===== src/dram_glue_pkg.sv =====
package dram_glue_pkg;
   // Clock rate and timing figures
   localparam int CLK_PERIOD_NS = 50;
   localparam int PRECHARGE_GAP_NS = 160;
   localparam int PRECHARGE_GAP_CYCLES =
      (PRECHARGE_GAP_NS + CLK_PERIOD_NS - 1) / CLK_PERIOD_NS;
   localparam int REFRESH_STROBE_WIDTH_NS = 360;
   localparam int REFRESH_STROBE_CYCLES =
      (REFRESH_STROBE_WIDTH_NS + CLK_PERIOD_NS - 1) / CLK_PERIOD_NS;
   localparam int RESET_PULSE_NS = 10000;
   localparam int RESET_PULSE_CYCLES = RESET_PULSE_NS / CLK_PERIOD_NS;
   localparam int POWER_ON_NS = 20000;
   localparam int POWER_ON_CYCLES = POWER_ON_NS / CLK_PERIOD_NS;
   // Address layout
   localparam int ADDR_WIDTH = 16;
   localparam int DATA_WIDTH = 8;
   localparam int BANK_LSB = 12;
   localparam int BANK_WIDTH = 4;
   localparam int REFRESH_ROW_WIDTH = 7;
   localparam int ROW_STROBES = 4;
   localparam logic [3:0] BANK_BASE_RESET = 4'h0;
   // Fetch sequence of the processor end
   typedef enum logic [5:0] {
      CPU_IDLE = 6'h01,
      CPU_ADDR = 6'h02,
      CPU_DATA = 6'h04,
      CPU_GAP = 6'h08,
      CPU_REFRESH = 6'h10,
      CPU_HALT = 6'h20
   } cpu_state_type;
endpackage


===== src/dram_bus_if.sv =====
`timescale 1ns/10ps
interface dram_bus_if;
   logic [15:0] address;
   logic [7:0] data_from_cpu;
   logic [7:0] data_to_cpu;
   logic data_to_cpu_oe;
   logic mem_cycle_strobe_n;
   logic refresh_cycle_flag_n;
   logic opcode_fetch_cycle_n;
   logic read_strobe_n;
   logic write_strobe_n;
   logic cpu_reset;

   modport device (
      input address, data_from_cpu, mem_cycle_strobe_n,
      input refresh_cycle_flag_n, opcode_fetch_cycle_n,
      input read_strobe_n, write_strobe_n,
      output data_to_cpu, data_to_cpu_oe, cpu_reset
   );
   modport cpu (
      output address, data_from_cpu, mem_cycle_strobe_n,
      output refresh_cycle_flag_n, opcode_fetch_cycle_n,
      output read_strobe_n, write_strobe_n,
      input data_to_cpu, data_to_cpu_oe, cpu_reset
   );
endinterface // dram_bus_if


===== src/dram_interface.sv =====
`timescale 1ns/10ps
// Overview of operation
// - CPU refreshes in T3-T4 of every fetch
// - CPU keeps strobe idle 160ns before refresh
// - CPU holds refresh strobe at least 360ns
// - Row strobe derived combinationally from memory strobe
// - CPU never stalls or resets over 1ms
// - CPU clock above minimum refresh rate
// - Latch address bits 12-15 while strobe active
// - Bank decoder fed from live bits in first strobe cycle, then latched bits
// - Manual reset starts at opcode fetch start
// - Short reset pulse, plus power-on reset
// - Row strobe: strobe and (refresh or hit)
// - Decode hits only inside assigned address range
// - Output buffer enabled together with row strobe
// - Request-to-data path within 450ns/640ns
// - Refresh row on low seven address bits
// - Buffer enabled on decode, strobe and read
// - Row/column select switches next edge after strobe
module dram_interface (
   input wire logic clk,
   input wire logic reset,
   dram_bus_if.device bus,
   input wire logic manual_reset_n,
   input wire logic [3:0] bank_base,
   output logic [3:0] row_strobe_n,
   output logic column_strobe_n,
   output logic row_col_select,
   output logic [6:0] mem_address,
   output logic mem_write_n,
   output logic [7:0] mem_write_data,
   input wire logic [7:0] mem_read_data
);
   localparam int RST_W = 16;

   logic [3:0] bank_latch_reg;
   logic [3:0] bank_latch_next;
   logic strobe_seen_reg;
   logic strobe_seen_next;
   logic select_reg;
   logic select_next;
   logic [3:0] bank_used;
   logic hit;
   logic row_active;
   logic [7:0] read_data_reg;
   logic [7:0] read_data_next;
   logic button_sync;
   logic fetch_sync;
   logic fetch_prev_reg;
   logic fetch_prev_next;
   logic arm_reg;
   logic arm_next;
   logic [RST_W-1:0] pulse_count_reg;
   logic [RST_W-1:0] pulse_count_next;
   logic [RST_W-1:0] power_count_reg;
   logic [RST_W-1:0] power_count_next;
   logic cpu_reset_reg;
   logic cpu_reset_next;

   ////////////////////////////////////////////////////////////////////////
   // Address latch and decode
   always_comb begin
      bank_latch_next = bank_latch_reg;
      strobe_seen_next = !bus.mem_cycle_strobe_n;
      // Follows the bus up to the first edge inside the strobe,
      // then frozen until the strobe ends
      if (!strobe_seen_reg) begin
         bank_latch_next = bus.address[15:12];
      end
   end

   // Address and strobe move on the same edge, so the first strobe
   // cycle decodes the live bits and later ones the frozen copy;
   // both agree at the switch, so no decode glitch
   assign bank_used = strobe_seen_reg ? bank_latch_reg
                                      : bus.address[15:12];
   // Each row strobe covers one 4K bank inside a 16K window
   assign hit = (bank_used[3:2] == bank_base[3:2]);
   assign row_active = !bus.mem_cycle_strobe_n &&
      (!bus.refresh_cycle_flag_n || hit);

   // No clock in this path: strobe width follows request width
   always_comb begin
      row_strobe_n = 4'hF;
      if (row_active) begin
         if (!bus.refresh_cycle_flag_n) begin
            row_strobe_n = 4'h0;
         end else begin
            row_strobe_n[bank_used[1:0]] = 1'b0;
         end
      end
   end

   ////////////////////////////////////////////////////////////////////////
   // Row/column multiplexing
   always_comb begin
      select_next = 1'b0;
      if (!bus.mem_cycle_strobe_n && bus.refresh_cycle_flag_n) begin
         select_next = 1'b1;
      end
   end

   assign row_col_select = select_reg;
   // Column strobe only after switch; inhibited during refresh
   assign column_strobe_n = !(select_reg && !bus.mem_cycle_strobe_n &&
      bus.refresh_cycle_flag_n && hit);
   assign mem_address = !bus.refresh_cycle_flag_n ? bus.address[6:0] :
      (select_reg ? {1'b0, bus.address[11:6]} :
       {1'b0, bus.address[5:0]});
   assign mem_write_n = bus.write_strobe_n;
   assign mem_write_data = bus.data_from_cpu;

   ////////////////////////////////////////////////////////////////////////
   // Read data return
   always_comb begin
      read_data_next = mem_read_data;
   end

   // Buffer opens with the row strobe on reads
   assign bus.data_to_cpu_oe = hit && !bus.mem_cycle_strobe_n &&
      !bus.read_strobe_n && bus.refresh_cycle_flag_n;
   // Registered at the full rate; one 50ns step fits the fetch budget
   assign bus.data_to_cpu = read_data_reg;

   ////////////////////////////////////////////////////////////////////////
   // Reset generator
   sync3 button_sync_i (
      .clk(clk),
      .reset(reset),
      .async_in(!manual_reset_n),
      .sync_out(button_sync)
   );
   // Fetch marker comes from logic on this clock: no synchroniser,
   // which also keeps the pulse start close to the fetch start
   assign fetch_sync = !bus.opcode_fetch_cycle_n;

   always_comb begin
      fetch_prev_next = fetch_sync;
      arm_next = arm_reg;
      pulse_count_next = pulse_count_reg;
      power_count_next = power_count_reg;
      cpu_reset_next = 1'b0;
      // Start only at a fetch's first edge, never mid-cycle
      if (arm_reg && fetch_sync && !fetch_prev_reg &&
          pulse_count_reg == '0) begin
         arm_next = 1'b0;
         pulse_count_next = RST_W'(dram_glue_pkg::RESET_PULSE_CYCLES);
      end else if (pulse_count_reg != '0) begin
         pulse_count_next = pulse_count_reg - 1'b1;
      end
      // A press in the firing cycle re-arms rather than being lost
      if (button_sync) begin
         arm_next = 1'b1;
      end
      if (power_count_reg != '0) begin
         power_count_next = power_count_reg - 1'b1;
      end
      // Pulse far below 1ms keeps refresh alive
      if (pulse_count_reg != '0 || power_count_reg != '0) begin
         cpu_reset_next = 1'b1;
      end
   end

   assign bus.cpu_reset = cpu_reset_reg;

   ////////////////////////////////////////////////////////////////////////
   // State registers, one block per group
   always_ff @(posedge clk) begin
      if (reset) begin
         bank_latch_reg <= 4'h0;
         strobe_seen_reg <= 1'h0;
      end else begin
         bank_latch_reg <= bank_latch_next;
         strobe_seen_reg <= strobe_seen_next;
      end
   end

   always_ff @(posedge clk) begin
      if (reset) begin
         select_reg <= 1'h0;
      end else begin
         select_reg <= select_next;
      end
   end

   always_ff @(posedge clk) begin
      if (reset) begin
         read_data_reg <= 8'h00;
      end else begin
         read_data_reg <= read_data_next;
      end
   end

   // Power-on count loads in reset, so the pulse runs on after release
   always_ff @(posedge clk) begin
      if (reset) begin
         fetch_prev_reg <= 1'h0;
         arm_reg <= 1'h0;
         pulse_count_reg <= '0;
         power_count_reg <= RST_W'(dram_glue_pkg::POWER_ON_CYCLES);
         cpu_reset_reg <= 1'h1;
      end else begin
         fetch_prev_reg <= fetch_prev_next;
         arm_reg <= arm_next;
         pulse_count_reg <= pulse_count_next;
         power_count_reg <= power_count_next;
         cpu_reset_reg <= cpu_reset_next;
      end
   end
endmodule // dram_interface


===== src/sync3.sv =====
`timescale 1ns/10ps
module sync3 (
   input wire logic clk,
   input wire logic reset,
   input wire logic async_in,
   output logic sync_out
);
   logic [2:0] stage_reg;
   logic [2:0] stage_next;
   logic out_reg;
   logic out_next;

   always_comb begin
      stage_next = {stage_reg[1:0], async_in};
      out_next = out_reg;
      // Change accepted when second and third stage agree
      if (stage_reg[1] == stage_reg[2]) begin
         out_next = stage_reg[2];
      end
   end

   always_ff @(posedge clk) begin
      if (reset) begin
         stage_reg <= 3'h0;
         out_reg <= 1'h0;
      end else begin
         stage_reg <= stage_next;
         out_reg <= out_next;
      end
   end

   assign sync_out = out_reg;
endmodule // sync3

===== src/flat_wrapper.sv =====
// flat-port wrapper written by rule: the top's interface ports become plain ports
module dram_interface_flat 
  (clk, reset, manual_reset_n, bank_base, row_strobe_n, column_strobe_n, row_col_select, mem_address, mem_write_n, mem_write_data, mem_read_data, bus_address, bus_data_from_cpu, bus_mem_cycle_strobe_n, bus_refresh_cycle_flag_n, bus_opcode_fetch_cycle_n, bus_read_strobe_n, bus_write_strobe_n, bus_data_to_cpu, bus_data_to_cpu_oe, bus_cpu_reset);
  dram_bus_if bus_i ();
  input wire logic clk;
  input wire logic reset;
  input wire logic manual_reset_n;
  input wire logic [3:0] bank_base;
  output logic [3:0] row_strobe_n;
  output logic column_strobe_n;
  output logic row_col_select;
  output logic [6:0] mem_address;
  output logic mem_write_n;
  output logic [7:0] mem_write_data;
  input wire logic [7:0] mem_read_data;
  input wire logic [$bits(bus_i.address)-1:0] bus_address;
  input wire logic [$bits(bus_i.data_from_cpu)-1:0] bus_data_from_cpu;
  input wire logic [$bits(bus_i.mem_cycle_strobe_n)-1:0] bus_mem_cycle_strobe_n;
  input wire logic [$bits(bus_i.refresh_cycle_flag_n)-1:0] bus_refresh_cycle_flag_n;
  input wire logic [$bits(bus_i.opcode_fetch_cycle_n)-1:0] bus_opcode_fetch_cycle_n;
  input wire logic [$bits(bus_i.read_strobe_n)-1:0] bus_read_strobe_n;
  input wire logic [$bits(bus_i.write_strobe_n)-1:0] bus_write_strobe_n;
  output wire logic [$bits(bus_i.data_to_cpu)-1:0] bus_data_to_cpu;
  output wire logic [$bits(bus_i.data_to_cpu_oe)-1:0] bus_data_to_cpu_oe;
  output wire logic [$bits(bus_i.cpu_reset)-1:0] bus_cpu_reset;
  assign bus_i.address = bus_address;
  assign bus_i.data_from_cpu = bus_data_from_cpu;
  assign bus_i.mem_cycle_strobe_n = bus_mem_cycle_strobe_n;
  assign bus_i.refresh_cycle_flag_n = bus_refresh_cycle_flag_n;
  assign bus_i.opcode_fetch_cycle_n = bus_opcode_fetch_cycle_n;
  assign bus_i.read_strobe_n = bus_read_strobe_n;
  assign bus_i.write_strobe_n = bus_write_strobe_n;
  assign bus_data_to_cpu = bus_i.data_to_cpu;
  assign bus_data_to_cpu_oe = bus_i.data_to_cpu_oe;
  assign bus_cpu_reset = bus_i.cpu_reset;
  dram_interface u_core (.clk(clk), .reset(reset), .bus(bus_i), .manual_reset_n(manual_reset_n), .bank_base(bank_base), .row_strobe_n(row_strobe_n), .column_strobe_n(column_strobe_n), .row_col_select(row_col_select), .mem_address(mem_address), .mem_write_n(mem_write_n), .mem_write_data(mem_write_data), .mem_read_data(mem_read_data));
endmodule

===== config.mk =====
export PLATFORM = sky130hd
export DESIGN_NAME = dram_interface_flat
export DESIGN_NICKNAME = d
export VERILOG_FILES = /design/src/dram_glue_pkg.sv /design/src/dram_bus_if.sv /design/src/dram_interface.sv /design/src/sync3.sv /design/src/flat_wrapper.sv
export SDC_FILE = /design/constraint.sdc
export NUM_CORES = 1
export LEC_CHECK = 0
export BUFFER_PORTS_ARGS = -buffer_cell sky130_fd_sc_hd__buf_2
export CAP_MARGIN = 10
export CORE_ASPECT_RATIO = 1.75
export CORE_UTILIZATION = 35
export CTS_CLUSTER_DIAMETER = 120
export DETAILED_ROUTE_END_ITERATION = 10
export PLACE_DENSITY = 0.56
export SLEW_MARGIN = 20
export SYNTH_ARGS = -nofsm -noshare
export SYNTH_HDL_FRONTEND = slang
export SYNTH_SLANG_ARGS = --single-unit

===== constraint.sdc =====
create_clock -name clk -period 1.8 [get_ports clk]
set_input_delay 0.18 -clock clk [delete_from_list [all_inputs] [get_ports clk]]
set_output_delay 0.18 -clock clk [all_outputs]
set_load 0.01 [all_outputs]

# Yosys cells after proc, flatten, opt, wreduce, memory -nomap -nowiden
# Index checks and enable logic that the tools add are counted.
# W data, S select, Z words.
[totals]
wordCells = 59
reg_bits = 53
input_bits = 44
out_inout_bits = 32
[op_classes]
eq_ne = 2
bitwise = 1
reduce_logical = 27
add_sub_neg = 2
n_lt_le_gt_ge = 2
n_mux = 13
[ops]
columns = ["cell", "count"]
rows = [
  ["$reduce_bool A16 Y1", 2],
  ["$sub A16 B1 Y16 const B", 2],
  ["$logic_not A16 Y1", 1],
  ["$mux W8", 2],
  ["$logic_and A1 B1 Y1", 12],
  ["$mux W4", 3],
  ["$logic_not A1 Y1", 7],
  ["$mux W7", 1],
  ["$mux W6", 1],
  ["$mux W1", 5],
  ["$not A4 Y4", 1],
  ["$reduce_bool A2 Y1", 2],
  ["$lt A2 B3 Y1 const B", 1],
  ["$demux W1 S2", 1],
  ["$eq A2 B2 Y1", 1],
  ["$ge A2 B1 Y1 const B", 1],
  ["$logic_or A1 B1 Y1", 2],
  ["$reduce_or A2 Y1", 1],
  ["$eq A1 B1 Y1", 1],
]

# Depth between registers and ports, before layout
# Gate-level depths: netlist of run 1.
[logic_depth]
word_depth = 8
mapped_depth = 7
depth_no_buf = 6

# By module
# Synthesis of run 1 repeated with hierarchy kept, for this count alone.
[hier_totals]
cells_unflattened = 293
area_unflattened_um2 = 2573.7
[by_module_without_submodules]
columns = ["module", "area_each_um2", "cells_per_inst", "instances", "seq_area_each_um2"]
rows = [
  ["dram_interface", 2461.1, 283, 1, 980.9],
  ["sync3", 112.6, 10, 1, 80.1],
]

# Least setup slack after synthesis of run 1
# Ideal clock, no wire load.
[synth_path]
kind = "flip-flop to flip-flop"
start = "reg u_core.power_count_reg[10]"
end = "reg u_core.power_count_reg[2]"
slack_ns = -0.090
required_ns = 1.679
setup_ns = 0.121
period_less_slack_ns = 1.890
arrival_time_ns = 1.770
n_path_buf = 0
path_stages_with_launch = 5
cell_sequence = "dfxtp_1 -> or4_4 -> or3_1 -> o21ai_0 -> mux2_2"
[synth_between]
elab_chain_len = 1
[synth_lines]
columns = ["item", "line_no", "source"]
rows = [
  ["from (decl)", "dram_interface.sv:55", "logic [RST_W-1:0] power_count_reg;"],
  ["from (signal assigned)", "dram_interface.sv:200", "power_count_reg <= RST_W'(dram_glue_pkg::POWER_ON_CYCLES);"],
  ["from (signal assigned)", "dram_interface.sv:206", "power_count_reg <= power_count_next;"],
  ["$reduce_bool A16 Y1", "dram_interface.sv:155", "if (power_count_reg != '0) begin"],
]
# Every way passes these cells.
# A chain may end at the register's enable or synchronous reset.

# Worst setup path after layout of run 1
[layout_path]
start = "reg u_core.power_count_reg[11]"
end = "reg u_core.power_count_reg[2]"
# The elaborated chain is that of the path after synthesis.

==> impl_metrics.tcl, run 1 <==
set metrics [dict create \
    status "finished with violations" \
    failed_checks "setup timing" \
    drive_gt1_share_pct 45.9 \
    dr.pass1.iters 4 \
    synth_seq_cells 53 \
    busiest_layer "met2" \
    r2r_cells 4 \
    r2r_end "u_core.power_count_reg[2]" \
    worstMarginPinSlew_ns 0.346 \
    switching_power_mw 1.82 \
    place_area_mm2 0.00315 \
    syn-cell-area_mm2 0.00252 \
    synth_edf_count 0 \
    final_common_cell "buf_2" \
    rows 40 \
    rsz0062_at_grt "true" \
    slew_headroom_pct 76.4 \
    worst_slack_ns -0.00812 \
    syn-num-nets 326 \
    synth_ff_type "dfxtp_1" \
    drv_slew 0 \
    start_kind "flip-flop" \
    fmax_ghz 0.553 \
    dieArea_mm2 0.00756 \
    worstHoldPathType "primary input to flip-flop" \
    p_per_area_mw_per_mm2 1460 \
    grt-ovfl-total 0 \
    htreeDepth 2 \
    grt_usage_pct 16.7 \
    place_ws_ns -0.0120 \
    syn_area_per_cell_um2 9.01 \
    grtUsageMet2_pct 32.9 \
    area_delta_synth_final_pct 38.6 \
    worst_path_max_delay_cell "or4_4" \
    reg2reg_slack_ns -0.008 \
    core-area_mm2 0.00691 \
    clockPowerShare_pct 18.4 \
    wl_per_cell_um 13.3 \
    syn-instance-count 280 \
    fin_crit_sh_pct 100 \
    hold_violations 0 \
    grt_max_degree 24 \
    leakage_nw 1.44 \
    gp_congestion 0.783 \
    use_met3_pct 2.49 \
    grt_util_met1_pct 16.2 \
    die_h_um 114 \
    synth.largest_area_cell "dfxtp_1" \
    ys_types 46 \
    drv_cap 0 \
    min_path_cells 2 \
    cp_slowest_stage_delay_ns 0.53 \
    min_to "u_core.button_sync_i.stage_reg[0]" \
    cts_buffers 5 \
    design_area_mm2 0.00350 \
    die_w_um 66.2 \
    p_total_mw 5.10 \
    swShare_pct 35.6 \
    portBuffers 55 \
    wl_um 6030 \
    grt_antenna_before_repair 0 \
    initial_core_util_pct 36.5 \
    setup_viol 1 \
    path_class "flip-flop to flip-flop" \
    detail-route-antenna-nets 0 \
    clkLatencyLatePin_ns 0.29 \
    vias_per_cell 5.29 \
    dpl.hpwl_um 4510 \
    worstHoldStart "manual_reset_n" \
    cp_max_fo 3 \
    grt_pass1_vias 2328 \
    netlist.area_leader.share_pct 42.1 \
    p_seq_share_pct 31.0 \
    yosysSeqAreaShare_pct 42.1 \
    internal_power_mw 3.29 \
    fin_crit_ns 1.81 \
    ir_drop_mv 0.641 \
    clk_pin_slew_ns 0.06 \
    fin_skew_ns 0.00437 \
    vias 2403 \
    first_iter_violations 72 \
    nNetsFinal 416 \
    clock_path_buffers 2 \
    worstPathCellList "or4_4 > or3_4 > o21ai_2 > mux2_4" \
    synth.area.top_cells "dfxtp_1 (42%), mux2_2 (5.4%), nor2b_1 (5.0%)" \
    grt_pass1_wl_um 9920 \
    cp.required_ns 1.98 \
    n_antenna_cell 0 \
    synth_warnings 0 \
    drc 0 \
    cts-root-buf "clkbuf_16" \
    pin_count 76 \
    layout_common_cells "buf_2 (55), dfxtp_1 (47), buf_4 (46)" \
    reg2reg_from "u_core.power_count_reg[11]" \
    cts_tree "built" \
    clkSinkCount 53 \
    async_flop_share_pct 0 \
    worstSetupEndpointType "flip-flop" \
    cp.arrival_ns 1.99 \
    p_comb_share_pct 50.5 \
]
## metrics by stage
step / TNS, ns / cells / util (%) / hold WS [ns]
after global placement: -0.00758 / 445 / 45.6 / 0.335
final: -0.00812 / 454 / 50.6 / 0.0326
after global routing: -0.372 / 454 / 50.6 / 0.0347
after floorplan: -0.0567 / 280 / - / 0.247
after detailed placement: -0.0156 / 445 / 45.6 / 0.336
after CTS: 0 / 452 / 48.1 / 0.0282
## cell usage after synthesis, types with 5 or more instances
library cell / number
a21oi_1: 18
buf_4: 10
clkbuf_1: 9
dfxtp_1: 53
inv_1: 9
mux2_2: 12
mux2i_1: 6
nand2_1: 10
nand3_1: 5
nand3b_1: 5
nor2_1: 22
nor2b_1: 20
nor3_1: 11
o21ai_0: 17
o31ai_1: 5
or3_1: 11
or4_1: 7
## worst max path at each step
| stage | startpoint | end | cells after the start |
|---|---|---|---|
| CTS | u_core.pulse_count_reg[6] | u_core.pulse_count_reg[11] | 4 |
| global placement | u_core.power_count_reg[10] | u_core.power_count_reg[2] | 4 |
| detailed placement | u_core.power_count_reg[10] | u_core.power_count_reg[2] | 4 |
| finish | u_core.power_count_reg[11] | u_core.power_count_reg[2] | 4 |
| global route | u_core.power_count_reg[11] | u_core.power_count_reg[2] | 4 |
| floorplan | u_core.power_count_reg[10] | u_core.power_count_reg[2] | 4 |
## cells by family (layout without fill, tap and decap cells)
group	count (synthesis)	after routing	synth area share, %
XOR/XNOR	3	3	1.04
adder cells (fa/ha/maj)	2	2	0.992
multiplexers	18	18	7.74
AO/OA/AOI/OAI	63	63	16.4
AND/OR/NAND/NOR	111	111	25.8
buffers and inverters	30	120	6.00
flip-flops	53	53	42.1
## layer usage
layer / up-vias / routed length [um]
li1: 1196 / -
met1: 1162 / 2330
met2: 33 / 3440
met3: 12 / 133
met4: 0 / 128
met5: - / 0
## layout make-up
cell class	count	area, um^2
Inverter	9	33.8
Sequential cell	53	1070
Multi-Input combinational cell	197	1490
Clock buffer	7	143
Tap cell	84	105
Fill cell	678	3410
Timing Repair Buffer	104	654
## what timing repair did
item                                    CTS  global route
setup buffers                             0             2
pin swaps                                 1            15
endpoints found under the setup margin   10            28
hold buffers                              0             0
gates cloned                              0             0
gates resized for setup                   9            40
## worst max-delay path, delay by kind of cell (launching register included)
| family | cells | cell delay (ns) |
|---|---|---|
| and+or+nand+nor | 2 | 0.93 |
| muxes | 1 | 0.30 |
| DFF | 1 | 0.31 |
| AOI/OAI and AO/OA | 1 | 0.15 |
## power groups by stage
| stage | clock network [mW] | logic (mW) | registers (mW) |
|---|---|---|---|
| final | 0.941 | 2.58 | 1.58 |
| after floorplan | 0 | 1.24 | 1.55 |
| after CTS | 0.972 | 2.24 | 1.55 |
| after global placement | 0 | 2.18 | 1.56 |
| after global routing | 1.01 | 2.83 | 1.62 |
| after detailed placement | 0 | 2.21 | 1.57 |
Note: power is estimated with default switching activity, not from simulation.
==> run 2: changes to the inputs <==
--- a/config.mk
+++ b/config.mk
@@ -12,6 +12,7 @@
 export CTS_CLUSTER_DIAMETER = 120
 export DETAILED_ROUTE_END_ITERATION = 10
 export PLACE_DENSITY = 0.56
+export SETUP_SLACK_MARGIN = 0.5
 export SLEW_MARGIN = 20
 export SYNTH_ARGS = -nofsm -noshare
 export SYNTH_HDL_FRONTEND = slang
==> run 2 against run 1 <==
The flow still finishes with violations (setup timing). Clock power increased by 33%. Utilization increased by 7.6 points. Register-to-register slack about the same. Critical path depth unchanged. Via count increased by 2.9%. Critical path type unchanged. Critical endpoint is now u_core.pulse_count_reg[15]. Largest power group unchanged.
==> impl_metrics.tcl, run 2 (synthesis results as in run 1) <==
set metrics [dict create \
    die_h_um 114 \
    cts_tree "built" \
    portBuffers 55 \
    cts_buffers 5 \
    slew_headroom_pct 68.5 \
    r2r_end "u_core.pulse_count_reg[15]" \
    detail-route-antenna-nets 0 \
    drive_gt1_share_pct 57.1 \
    critPathBufInv 0 \
    dpl.hpwl_um 4530 \
    worstHoldPathType "primary input to flip-flop" \
    failed_checks "setup timing" \
    tns_ns -0.00488 \
    cp.arrival_ns 2.03 \
    grt_pass1_vias 2424 \
    grt_max_degree 21 \
    clkSinkCount 53 \
    area_delta_synth_final_pct 59.5 \
    cp_max_fo 6 \
    worstPathCellList "or3_4 > a311o_1 > or4_1 > a21oi_1" \
    core-area_mm2 0.00691 \
    grt_pass1_wl_um 10900 \
    gp_congestion 0.759 \
    place_ws_ns -0.0110 \
    setup_viol 1 \
    dieArea_mm2 0.00756 \
    worst_slack_ns -0.00488 \
    status "finished with violations" \
    min_to "u_core.button_sync_i.stage_reg[0]" \
    path_class "flip-flop to flip-flop" \
    place_area_mm2 0.00322 \
    start_kind "flip-flop" \
    min_path_cells 2 \
    worstMarginPinSlew_ns 0.469 \
    final_common_cell "buf_2" \
    pin_count 76 \
    p_per_area_mw_per_mm2 1430 \
    crit_family "simple AND/OR/NAND/NOR gates" \
    dr.pass1.iters 4 \
    nNetsFinal 427 \
    fin_crit_sh_pct 100 \
    ctsHoldBuffers 0 \
    n_antenna_cell 0 \
    design_area_mm2 0.00402 \
    clock_path_buffers 2 \
    whs_ns 0.0355 \
    clkLatencyLatePin_ns 0.29 \
    fin_util_pct 58.3 \
    worst_path_max_delay_cell "a311o_1" \
    fin_crit_ns 1.80 \
    layout_common_cells "buf_2 (49), buf_4 (44), dfxtp_1 (39)" \
    grt-ovfl-total 0 \
    fin_skew_ns 0.00747 \
    fmax_ghz 0.554 \
    worstHoldStart "manual_reset_n" \
    cp.required_ns 2.02 \
    ir_drop_mv 0.594 \
    fin_cells 466 \
    cp_slowest_stage_delay_ns 0.42 \
    first_iter_violations 113 \
    reg2reg_slack_ns -0.005 \
    drc 0 \
    p_total_mw 5.76 \
    grt_antenna_before_repair 0 \
    reg2reg_from "u_core.pulse_count_reg[6]" \
    vias_per_cell 5.31 \
    clk_pin_slew_ns 0.08 \
    die_w_um 66.2 \
    rows 40 \
    initial_core_util_pct 36.5 \
    leakage_nw 1.64 \
    wl_per_cell_um 14.8 \
    htreeDepth 2 \
    worstSetupEndpointType "flip-flop" \
    drv_cap 0 \
    hold_violations 0 \
    dp_cells 430 \
    vias 2473 \
    r2r_cells 4 \
    rsz0062_at_grt "true" \
    cts-root-buf "clkbuf_16" \
    drv_slew 0 \
    grt_usage_pct 18.6 \
    wl_um 6910 \
]
run 2: cell count changes in the layout (fill, tap and decap cells not counted), moves of 4 or more:
cell / before / now
a21oi_1: 14 / 10
dfxtp_2: 5 / 12
nor3_1: 9 / 3
buf_2: 55 / 49
buf_6: 3 / 20
nand3_1: 5 / 1
o21ai_1: 1 / 5
mux2_2: 11 / 5
o21ai_0: 14 / 9
nor3_4: 1 / 5
mux2_4: 1 / 7
dfxtp_1: 47 / 39
run 2: cell type report:
| type | count | area, um^2 |
|---|---|---|
| Sequential cell | 53 | 1080 |
| Clock inverter | 3 | 68.8 |
| Multi-Input combinational cell | 197 | 1760 |
| Timing Repair Buffer | 115 | 848 |
| Inverter | 9 | 33.8 |
| Fill cell | 619 | 2880 |
| Clock buffer | 5 | 125 |
| Tap cell | 84 | 105 |
run 2: layer usage:
metal / track usage (%) / up-vias / share of wire (%)
li1: - / 1228 / -
met4: 7.23 / 0 / 1.7
met1: 19.2 / 1195 / 39
met3: 3.39 / 13 / 2.2
met5: 0 / - / 0
met2: 35.3 / 37 / 57
run 2: where the power goes:
group / total, mW / internal [mW] / switching, mW
sequential: 1.59 / 1.39 / 0.200
combinational: 2.93 / 1.42 / 1.51
clock: 1.25 / 0.802 / 0.445
total: 5.76 / 3.61 / 2.16
run 2: repair_timing:
item,CTS,global route
setup endpoints to repair,46,46
buffers inserted,19,8
gates resized for setup,40,45
pin swaps,16,18
gates cloned,1,0
run 2: worst max-delay path by stage:
stage	start	endpoint	slack, ns	cells after the start
final	u_core.pulse_count_reg[6]	u_core.pulse_count_reg[15]	-0.005	4
after global routing	u_core.power_count_reg[2]	u_core.power_count_reg[14]	-0.07	4
after CTS	u_core.power_count_reg[13]	u_core.power_count_reg[2]	0.02	4
after detailed placement	u_core.power_count_reg[13]	u_core.power_count_reg[8]	-0.01	6
after global placement	u_core.power_count_reg[13]	u_core.power_count_reg[8]	0.01	6
after floorplan	u_core.power_count_reg[13]	u_core.power_count_reg[2]	0.02	4
==> run 3: changes to the inputs <==
--- a/config.mk
+++ b/config.mk
@@ -11,6 +11,7 @@
 export CORE_UTILIZATION = 35
 export CTS_CLUSTER_DIAMETER = 120
 export DETAILED_ROUTE_END_ITERATION = 10
+export MAX_ROUTING_LAYER = met4
 export PLACE_DENSITY = 0.56
 export SETUP_SLACK_MARGIN = 0.5
 export SLEW_MARGIN = 20
==> run 3 against run 2 <==
The flow still finishes with violations (setup timing). Clock skew about the same. Count of clock-buffer cells in the layout unchanged. Sequential share of layout area unchanged. Critical path type unchanged. Largest cell class unchanged. Highest routed layer unchanged.
==> impl_metrics.tcl, run 3 (synthesis results as in run 1) <==
set metrics [dict create \
    tns_ns -0.00459 \
    fin_cells 466 \
    cts_buffers 5 \
    htreeDepth 2 \
    p_per_area_mw_per_mm2 1430 \
    die_h_um 114 \
    vias 2478 \
    detail-route-antenna-nets 0 \
    cp.arrival_ns 2.03 \
    drc 0 \
    initial_core_util_pct 36.5 \
    grt_usage_pct 19.1 \
    clkLatencyLatePin_ns 0.29 \
    dr.pass1.iters 4 \
    drv_cap 0 \
    dpl.hpwl_um 4530 \
    n_antenna_cell 0 \
    cts-root-buf "clkbuf_16" \
    slew_headroom_pct 68.5 \
    worstSetupEndpointType "flip-flop" \
    portBuffers 55 \
    gp_congestion 0.769 \
    start_kind "flip-flop" \
    grt_pass1_wl_um 10900 \
    die_w_um 66.2 \
    rsz0062_at_grt "true" \
    drive_gt1_share_pct 57.1 \
    ir_drop_mv 0.594 \
    fin_util_pct 58.3 \
    grt_pass1_vias 2423 \
    cts_tree "built" \
    worstHoldPathType "primary input to flip-flop" \
    cp_slowest_stage_delay_ns 0.42 \
    dieArea_mm2 0.00756 \
    clkSinkCount 53 \
    worst_path_max_delay_cell "a311o_1" \
    fmax_ghz 0.554 \
    design_area_mm2 0.00402 \
    wl_per_cell_um 14.8 \
    first_iter_violations 113 \
    grt_max_degree 21 \
    setup_viol 1 \
    fin_crit_ns 1.80 \
    grt-ovfl-total 0 \
    wl_um 6910 \
    worst_slack_ns -0.00459 \
    place_area_mm2 0.00322 \
    leakage_nw 1.64 \
    hold_violations 0 \
    layout_common_cells "buf_2 (49), buf_4 (44), dfxtp_1 (39)" \
    failed_checks "setup timing" \
    status "finished with violations" \
    rows 40 \
    worstMarginPinSlew_ns 0.469 \
    cp.required_ns 2.02 \
    clk_pin_slew_ns 0.07 \
    clock_path_buffers 2 \
    cp_max_fo 6 \
    dp_cells 430 \
    drv_slew 0 \
    place_ws_ns -0.0110 \
    fin_crit_sh_pct 100 \
    worstPathCellList "or3_4 > a311o_1 > or4_1 > a21oi_1" \
    fin_skew_ns 0.00725 \
    pin_count 76 \
    core-area_mm2 0.00691 \
    vias_per_cell 5.32 \
    nNetsFinal 427 \
    grt_antenna_before_repair 0 \
    final_common_cell "buf_2" \
    path_class "flip-flop to flip-flop" \
    area_delta_synth_final_pct 59.5 \
]
[run 3: cell counts in the layout (fill, tap and decap cells not counted)]
Identical to the previous run, type by type.
[run 3: path summary, 6_finish.rpt]
path / start / endpoint / slack [ns] / cells after the start
worst min register to register: u_core.button_sync_i.stage_reg[0] / u_core.button_sync_i.stage_reg[1] / 0.44 / 1
worst min-delay path: manual_reset_n / u_core.button_sync_i.stage_reg[0] / 0.04 / 2
worst max-delay path: u_core.pulse_count_reg[6] / u_core.pulse_count_reg[15] / -0.005 / 4
worst max register to register: u_core.pulse_count_reg[6] / u_core.pulse_count_reg[15] / -0.005 / 4
[run 3: metrics by stage]
step                power (mW)  hold WS, ns
floorplan                 3.21        0.247
global placement          3.73        0.337
detailed placement        3.76        0.335
CTS                       5.52       0.0277
global route              6.06       0.0227
finish                    5.76       0.0363
[run 3: repair_timing]
item / CTS / global route
buffers inserted: 19 / 8
resized for setup: 40 / 45
hold buffers: 0 / 0
endpoints found under the setup margin: 46 / 46
endpoints found under the hold margin: 0 / 0
pin swaps: 16 / 18
cloned: 1 / 0
[run 3: worst max-delay path, delay by kind of cell (launching register included)]
family	cells	cell delay, ns
simple gates	2	0.82
compound gates	2	0.56
flops	1	0.34
[run 3: layer usage]
layer	up-vias	global-route usage [%]	wire length, um
met4	0	7.23	121
met2	35	35.4	3950
li1	1227	-	-
met5	-	-	0
met3	13	3.29	137
met1	1203	19.2	2700
[run 3: cell type report]
| class | count | area (um^2) |
|---|---|---|
| Clock buffer | 5 | 125 |
| Clock inverter | 3 | 68.8 |
| Fill cell | 619 | 2880 |
| Inverter | 9 | 33.8 |
| Multi-Input combinational cell | 197 | 1760 |
| Sequential cell | 53 | 1080 |
| Tap cell | 84 | 105 |
| Timing Repair Buffer | 115 | 848 |
[run 3: power breakdown]
group / internal, mW / leakage (nW) / switching (mW)
Clock: 0.802 / 0.0944 / 0.443
Combinational: 1.42 / 1.11 / 1.51
Sequential: 1.39 / 0.440 / 0.199
Total: 3.61 / 1.64 / 2.15
